$ cat src/logic/compare_pkg.sv
/*
  Shared constants for the compare match unit: data widths, compare mode
  codes and reset values.
  Assumes nothing beyond a SystemVerilog compiler; it holds no logic.
*/
package compare_pkg;

  // ===========================================================
  // widths
  localparam int unsigned COUNT_W = 16;
  localparam int unsigned MODE_W = 4;

  // ===========================================================
  // compare mode select codes
  localparam logic [3:0] MODE_OFF = 4'h0;
  localparam logic [3:0] MODE_TOGGLE = 4'h2;
  localparam logic [3:0] MODE_SET_HIGH = 4'h8;
  localparam logic [3:0] MODE_SET_LOW = 4'h9;
  localparam logic [3:0] MODE_SOFT_INT = 4'hA;
  localparam logic [3:0] MODE_SPECIAL = 4'hB;

  // ===========================================================
  // time base select codes
  localparam logic TIME_BASE_A = 1'b0;
  localparam logic TIME_BASE_B = 1'b1;

  // ===========================================================
  // reset values
  localparam logic LATCH_RESET = 1'b0;
  localparam logic FLAG_RESET = 1'b0;
  localparam logic [15:0] COUNT_RESET = 16'h0000;

  // ===========================================================
  // action taken on the pin latch at a match
  typedef enum logic [3:0] {
    ACT_NONE = 4'b0001,
    ACT_HIGH = 4'b0010,
    ACT_LOW = 4'b0100,
    ACT_FLIP = 4'b1000
  } pin_action_t;

endpackage

$ cat src/logic/match_if.sv
/*
  Interface between the compare unit and its equality detector.
  Assumes both ends share clk_sys; it carries no clock of its own.
*/
`timescale 1ns/1ps

interface match_if;

  // ===========================================================
  // compared operands and qualifier
  logic [15:0] selCount;
  logic [15:0] compareValue;
  logic active;

  // ===========================================================
  // one-cycle pulse on the first cycle of equality
  logic hit;

  modport detector (
    input selCount,
    input compareValue,
    input active,
    output hit
  );

  modport user (
    output selCount,
    output compareValue,
    output active,
    input hit
  );

endinterface

$ cat src/logic/compare_match_output.sv
/*
  Compare unit: compares a 16-bit compare value with one of two timer
  counts and, on a match, sets the match flag and acts on the output pin or
  issues a special event trigger that resets the timer and may start a
  conversion.
  Assumes timers counting synchronously to clk_sys and software that
  drives the configuration ports as levels.
*/
// Functional notes
// [RL1] The compare value is checked every cycle against the selected timer count while compare mode is on.
// [RL2] A match drives the pin high, low, toggles it or leaves it following the port latch, by mode.
// [RL3] The match flag is set in the same cycle the pin action takes effect.
// [RL4] Writing zero to the control register forces the compare output latch low, not the port latch.
// [RL5] The selected timer must run in timer or synchronized counter mode for reliable matches.
// [RL6] In soft interrupt mode a match sets only the flag and leaves the pin alone.
// [RL7] In special event mode a match produces an internal one-cycle trigger pulse.
// [RL8] The trigger resets the count of the timer that is the current time base.
// [RL9] The trigger starts a conversion only if the converter was enabled beforehand.
// [RL10] Software must clear the pin direction bit so the pin acts as an output.
// [RL11] A match acts once, on the first cycle of equality, not while the count holds.
`timescale 1ns/1ps

module compare_match_output (
  // clock and reset
  input wire logic clk_sys,
  input wire logic rst_n,
  // configuration
  input wire logic [3:0] compareModeSelect,
  input wire logic controlWriteZero,
  input wire logic timeBaseSel,
  input wire logic [15:0] compareValue,
  // timers
  input wire logic [15:0] timerACount,
  input wire logic [15:0] timerBCount,
  output logic timerAReset,
  output logic timerBReset,
  // port and pin
  input wire logic portLatch,
  input wire logic pinDirection,
  output logic compareOutputPin,
  output logic compareOutputEn,
  // flag
  input wire logic flagClear,
  output logic compareMatchFlag,
  // converter
  input wire logic adcEnabled,
  output logic specialEventTrigger,
  output logic adcStart
);

  // ===========================================================
  // declarations
  match_if mif ();
  logic modeActive;
  logic usesLatch;
  logic [15:0] selCount;
  compare_pkg::pin_action_t action;
  logic compareLatch_reg;
  logic compareLatch_next;
  logic pinOut_reg;
  logic pinEn_reg;
  logic flag_reg;
  logic trigger_reg;
  logic resetA_reg;
  logic resetB_reg;
  logic adcStart_reg;

  // ===========================================================
  // time base selection and mode decode
  assign selCount = (timeBaseSel == compare_pkg::TIME_BASE_B) ? timerBCount : timerACount;

  // compare is on for toggle and the four match modes
  always_comb begin
    modeActive = 1'b0;
    usesLatch = 1'b0;
    action = compare_pkg::ACT_NONE;
    unique case (compareModeSelect)
      compare_pkg::MODE_TOGGLE: begin
        modeActive = 1'b1;
        usesLatch = 1'b1;
        action = compare_pkg::ACT_FLIP;
      end
      compare_pkg::MODE_SET_HIGH: begin
        modeActive = 1'b1;
        usesLatch = 1'b1;
        action = compare_pkg::ACT_HIGH;
      end
      compare_pkg::MODE_SET_LOW: begin
        modeActive = 1'b1;
        usesLatch = 1'b1;
        action = compare_pkg::ACT_LOW;
      end
      compare_pkg::MODE_SOFT_INT, compare_pkg::MODE_SPECIAL: begin
        modeActive = 1'b1;
      end
      default: begin
        modeActive = 1'b0;
      end
    endcase
  end

  // ===========================================================
  // equality detector
  assign mif.selCount = selCount; // [RL1]
  assign mif.compareValue = compareValue;
  assign mif.active = modeActive; // [RL1]

  match_detect u_detect (
    .clk_sys(clk_sys),
    .rst_n(rst_n),
    .mif(mif.detector)
  );

  // ===========================================================
  // compare output latch
  always_comb begin
    compareLatch_next = compareLatch_reg;
    if (controlWriteZero) begin
      compareLatch_next = compare_pkg::LATCH_RESET; // [RL4]
    end else if (mif.hit) begin // [RL11]
      unique case (action)
        compare_pkg::ACT_HIGH: compareLatch_next = 1'b1; // [RL2]
        compare_pkg::ACT_LOW: compareLatch_next = 1'b0; // [RL2]
        compare_pkg::ACT_FLIP: compareLatch_next = !compareLatch_reg; // [RL2]
        compare_pkg::ACT_NONE: compareLatch_next = compareLatch_reg; // [RL6]
      endcase
    end
  end

  // latch register, only this unit's, never the port latch
  always_ff @(posedge clk_sys or negedge rst_n) begin
    if (!rst_n) begin
      compareLatch_reg <= compare_pkg::LATCH_RESET;
    end else begin
      compareLatch_reg <= compareLatch_next;
    end
  end

  // ===========================================================
  // pin drive: latch in pin modes except during a zero write, port latch otherwise
  always_ff @(posedge clk_sys or negedge rst_n) begin
    if (!rst_n) begin
      pinOut_reg <= 1'b0;
      pinEn_reg <= 1'b0;
    end else begin
      pinOut_reg <= (usesLatch && !controlWriteZero) ? compareLatch_next : portLatch; // [RL2] [RL6]
      pinEn_reg <= !pinDirection; // [RL10]
    end
  end

  // ===========================================================
  // match flag, set wins over clear
  always_ff @(posedge clk_sys or negedge rst_n) begin
    if (!rst_n) begin
      flag_reg <= compare_pkg::FLAG_RESET;
    end else if (mif.hit) begin
      flag_reg <= 1'b1; // [RL3]
    end else if (flagClear) begin
      flag_reg <= 1'b0;
    end
  end

  // ===========================================================
  // special event trigger, timer reset and conversion start
  always_ff @(posedge clk_sys or negedge rst_n) begin
    if (!rst_n) begin
      trigger_reg <= 1'b0;
      resetA_reg <= 1'b0;
      resetB_reg <= 1'b0;
      adcStart_reg <= 1'b0;
    end else begin
      trigger_reg <= mif.hit && (compareModeSelect == compare_pkg::MODE_SPECIAL); // [RL7]
      resetA_reg <= mif.hit && (compareModeSelect == compare_pkg::MODE_SPECIAL)
        && (timeBaseSel == compare_pkg::TIME_BASE_A); // [RL8]
      resetB_reg <= mif.hit && (compareModeSelect == compare_pkg::MODE_SPECIAL)
        && (timeBaseSel == compare_pkg::TIME_BASE_B); // [RL8]
      adcStart_reg <= mif.hit && (compareModeSelect == compare_pkg::MODE_SPECIAL)
        && adcEnabled; // [RL9]
    end
  end

  // ===========================================================
  // outputs
  assign compareOutputPin = pinOut_reg;
  assign compareOutputEn = pinEn_reg;
  assign compareMatchFlag = flag_reg;
  assign specialEventTrigger = trigger_reg;
  assign timerAReset = resetA_reg;
  assign timerBReset = resetB_reg;
  assign adcStart = adcStart_reg;
endmodule

$ cat src/logic/match_detect.sv
/*
  Equality detector: flags the first cycle on which the selected timer
  count equals the compare value while compare mode is active.
  Assumes the count is synchronous to clk_sys.
*/
`timescale 1ns/1ps

module match_detect (
  // clock and reset
  input wire logic clk_sys,
  input wire logic rst_n,
  // operands and hit pulse
  match_if.detector mif
);

  logic equalNow;
  logic equalSeen_reg;

  // ===========================================================
  // continuous comparison
  assign equalNow = mif.active && (mif.selCount == mif.compareValue);

  // remembers equality from last cycle
  always_ff @(posedge clk_sys or negedge rst_n) begin
    if (!rst_n) begin
      equalSeen_reg <= 1'b0;
    end else begin
      equalSeen_reg <= equalNow;
    end
  end

  // hit once per equality run, not while the count stands still
  assign mif.hit = equalNow && !equalSeen_reg;

endmodule

$ cat config.mk
export PLATFORM = sky130hd
export DESIGN_NAME = compare_match_output
export DESIGN_NICKNAME = d
export VERILOG_FILES = /design/src/logic/compare_pkg.sv /design/src/logic/match_if.sv /design/src/logic/compare_match_output.sv /design/src/logic/match_detect.sv
export SDC_FILE = /design/constraint.sdc
export NUM_CORES = 1
export LEC_CHECK = 0
export BUFFER_PORTS_ARGS = -buffer_cell sky130_fd_sc_hd__buf_2
export CELL_PAD_IN_SITES_DETAIL_PLACEMENT = 1
export CELL_PAD_IN_SITES_GLOBAL_PLACEMENT = 1
export CORE_UTILIZATION = 27
export DETAILED_ROUTE_END_ITERATION = 10
export PLACE_DENSITY_LB_ADDON = 0.1
export SLEW_MARGIN = 20
export SYNTH_ARGS = -nofsm -noshare
export SYNTH_HDL_FRONTEND = slang
export SYNTH_HIERARCHICAL = 1
export SYNTH_SLANG_ARGS = --single-unit
export TNS_END_PERCENT = 100
$ cat constraint.sdc
create_clock -name clk_sys -period 4.1 [get_ports clk_sys]
set_clock_uncertainty 0.15 [all_clocks]
set_input_delay 0.41 -clock clk_sys [delete_from_list [all_inputs] [get_ports clk_sys]]
set_output_delay 0.41 -clock clk_sys [all_outputs]
set_load 0.05 [all_outputs]
Yosys cells after proc, flatten, opt, wreduce, memory -nomap -nowiden
Cells that the tools add are included.
Widths: inputs -> output; s select.

cells by class
  equality and inequality tests = 10
  multiplexer cells = 10
  bitwise logic cells = 1
  reduce and logical (&&, ||, !) cells = 14

operator list
  operator            number
  $eq 4x4->1 const B  5
  $eq 16x16->1        1
  $mux 16             1
  $pmux 4 s3          1
  $eq 4x2->1 const B  2
  $logic_and 1x1->1   7
  $mux 1              7
  $reduce_or 5->1     1
  $eq 4x1->1 const B  1
  $eq 4x3->1 const B  1
  $logic_not 1->1     4
  $pmux 1 s4          1
  $reduce_or 3->1     1
  $reduce_bool 2->1   1
  $not 1->1           1

word-level totals
  register bits = 9
  input bits = 60
  output and inout port bits = 7
  word-level logic and storage cells = 44

Depth between registers and ports, before layout
  word-level depth = 8
  gate-level depth with buffers = 11
  depth with buffers taken out = 10

By module
Netlist, hierarchy kept.

modules (own cells, without submodules)
  module                instances  cells an instance  area an instance (um^2)  sequential area each (um^2)
  compare_match_output  1          50                 544.3                    200.2
  match_detect          1          24                 211.5                    25.0

Worst setup path after synthesis
OpenSTA, ideal clock, no wires.

  path type = input to register
  start point = input timeBaseSel
  end point = register pinOut_reg (netlist: compareOutputPin)
  setup time = 0.104 ns
  arrival time = 2.776 ns
  data required time = 3.846 ns
  slack = 1.071 ns
  cell stages on the path = 11
  buffers on the path = 2
  cells stage by stage = buf_2 buf_2 mux2_1 xnor2_1 nand4_1 or4_1 nor3_2 nor2b_4 a21oi_1 o21bai_1 o41ai_2

on the way
  word-level cells in the longest chain between the ends = 7

RTL lines
  element                     line                         text
  start, declared             compare_match_output.sv:30   input wire logic timeBaseSel,
  $mux 16                     compare_match_output.sv:70   assign selCount = (timeBaseSel == compare_pkg::TIME_BASE_B) ? timerBCount : timerACount;
  named net mif.selCount[12]  match_if.sv:11               logic [15:0] selCount;
  $eq 16x16->1                match_detect.sv:21           assign equalNow = mif.active && (mif.selCount == mif.compareValue);
  $logic_and 1x1->1           match_detect.sv:21
  $logic_and 1x1->1           match_detect.sv:33           assign mif.hit = equalNow && !equalSeen_reg;
  named net mif.hit           match_if.sv:17               logic hit;
  $mux 1                      compare_match_output.sv:120  end else if (mif.hit) begin
  $mux 1                      compare_match_output.sv:118  if (controlWriteZero) begin
  $mux 1                      compare_match_output.sv:146  pinOut_reg <= (usesLatch && !controlWriteZero) ? compareLatch_next : portLatch;
  end signal, assigned        compare_match_output.sv:146
  end, declared               compare_match_output.sv:60   logic pinOut_reg;

The timed path passes the listed nets, and every way through them passes these cells.
A chain may end at the register's enable or synchronous reset.

Final worst setup path
Same ends and word-level chain as after synthesis.

==> run metrics <==
number of diodes 0; met1 Track Usage GR around 16%; Adder-Cell Fraction of Synth Area 0%; largest family of logic cells by synthesized area multiplexers; CTS tree built; Crit path largest cell delay 0.56 ns; Synth Area in Simple Gates 16.1%; die area 3010 um^2; vias in the first global route 752; PwrDens ~210 nW/um^2; clk sinks 9; status complete, no violations; Final Setup Violations 0; clk buf depth 2; first-pass iteration count of the detailed router 1; Crit path max-delay family simple AND/OR/NAND/NOR gates; initial antenna violation count 0; fmax 344 MHz; Synth Flop Type dfrtp_1; later-pin clock latency in the skew report 0.26 ns; Area contributors post-synth dfrtp_1, mux2_2, xnor2_1, mux2_1, xor2_1; area grow syn2layout 52.2%; max cap viols 0; cts bufs inserted 3; pin count of the biggest net entering global routing 19; GPL Wtd Cong 0.657; DP HPWL roughly 1800 um; Crit-path slowest cell or4_1; Tmin final approximately 2.9 ns; io pins 67; final setup TNS 0 ns; cts repair resizes 0; DRT antenna net count 0; Hold WC Path Type input port to register; met2 GRT Util 26.5%; top cells by count, synth mux2_2, xnor2_1, dfrtp_1, xor2_1, mux2_1; Syn Area/Cell around 10 um^2; Net Count, Synth 134; CP Depth 10; flops & latches, synth 9; WP data arrival 2.91 ns; Nets 204; Tcrit/Tclk final 70.8%; Hold Fails Final Rpt 0; Post-Route WL 1960 um; Remaining DRCs 0; Post-synth ARST share 100%; mux share of post-synthesis cell area approximately 25%; dominant cell type by area after synthesis dfrtp_1; Worst Tran Pin Value 0.375 ns; area fraction in compound gates after synthesis roughly 7.6%; gr busiest metal met2; Setup crit end kind register; hold path depth 2; slew margin rel. between 70% and 80%; worst-path maximum fanout 18; critical path class input port to register; top cell type's share of synthesized area 29.8%; Worst Path Required about 4 ns; initial core utilization approximately 30%; Cell variety after synth 27; Post-synth EDFFs 0; most common cell in the netlist mux2_2; Syn. warnings 6; post-synthesis instance total 74; number of cell rows 18; RSZ-0062 raised after global routing false; buffer count from post-CTS setup fixing 0; Post-Synth XOR/XNOR Area 18.5%; total global-route track usage between 10% and 20%; total power after layout 237 uW; PortBufs 66; first-pass GRT wire length a little over 3000 um; sequential share of the synthesized area between 20% and 30%; Reg2Reg Depth 5; synthesized area approximately 760 um^2; crit path launch type input port; share of layout cells above drive strength 1 59.4%; Global Route met3 Usage 4.10%; Congestion Overflow GR 0; CORE AREA 2570 um^2; via count 790; Crit path buffers/inverters 1; CTS HTree Levels 1; Final Max Slew Viols 0; Cell Chain, Critical Path buf_2 -> mux2_1 -> xnor2_1 -> nand4_1 -> or4_1 -> nor3_2 -> nor2b_4 -> a21oi_1 -> o21bai_1 -> o41ai_2; VDD IR max 0.000127 V; Root Driver clkbuf_4; vias per cell 4.57; die height around 55 um; drt wl/cell 11.3 um; initial drt markers 0; hold buffers post-CTS 1; clock-pin slew on the worst setup and hold paths roughly 0.06 ns; die width 54.9 um; leakage 0.593 nW
==> stage by stage <==
step	cells	utilization, %	hold WS [ns]	cell area [um^2]	worst slack, ns
floorplan	74	-	-0.0356	756	1.07
global placement	168	43.4	0.118	1110	0.962
detailed placement	168	43.4	0.117	1110	0.893
CTS	173	44.8	0.129	1150	1.17
global route	173	44.8	0.131	1150	1.04
finish	173	44.8	0.136	1150	1.20
==> layer usage <==
layer | wire (um) | share of wire, %
met3 | 180 | 9.2
met4 | 19 | 0.97
met1 | 782 | 40
met2 | 976 | 50
met5 | 0 | 0
==> logic make-up after synthesis <==
| logic type | Yosys count |
|---|---|
| compound gates | 8 |
| buf+inv | 5 |
| simple gates | 19 |
| mux | 17 |
| flops | 9 |
| xor+xnor | 16 |
==> where the power goes <==
part | switching (mW) | internal, mW
logic | 0.0344 | 0.0454
clock network | 0.0298 | 0.0374
registers | 0.000248 | 0.0900
==> worst paths after layout <==
kind | from | endpoint | slack [ns]
max in group asynchronous | rst_n | compareLatch_reg | 3.25
setup / recovery | timeBaseSel | compareOutputPin | 1.20
hold / removal | pinDirection | compareOutputEn | 0.14
setup reg to reg | u_detect/equalSeen_reg | compareOutputPin | 2.46
hold reg to reg | compareMatchFlag | compareMatchFlag | 0.34
min in group asynchronous | rst_n | timerBReset | 0.38
==> final cells by class <==
| cell class | instances | area (um^2) |
|---|---|---|
| timing repair buffer | 67 | 340 |
| tap | 30 | 37.5 |
| clock buffer | 4 | 26.3 |
| inverter | 3 | 11.3 |
| sequential | 9 | 225 |
| multi-input combinational | 60 | 509 |
| fill | 333 | 1420 |
==> cells in the final DEF (no fill, tap or decap) <==
master,instances
a21o_1,1
a21oi_1,2
a31oi_1,1
and2_1,2
and4_2,1
buf_2,66
clkbuf_1,1
clkbuf_4,3
dfrtp_1,9
dlygate4sd3_1,1
inv_1,3
mux2_1,5
mux2_2,11
mux2i_1,1
nand2_1,1
nand4_1,4
nor2_1,4
nor2b_1,1
nor2b_4,1
nor3_1,1
nor3_2,1
nor4_1,1
o21ai_0,1
o21ai_1,1
o21bai_1,1
o41ai_2,1
or2_2,1
or4_1,1
xnor2_1,10
xor2_1,6
No activity file was read; power rests on OpenSTA's default activity.
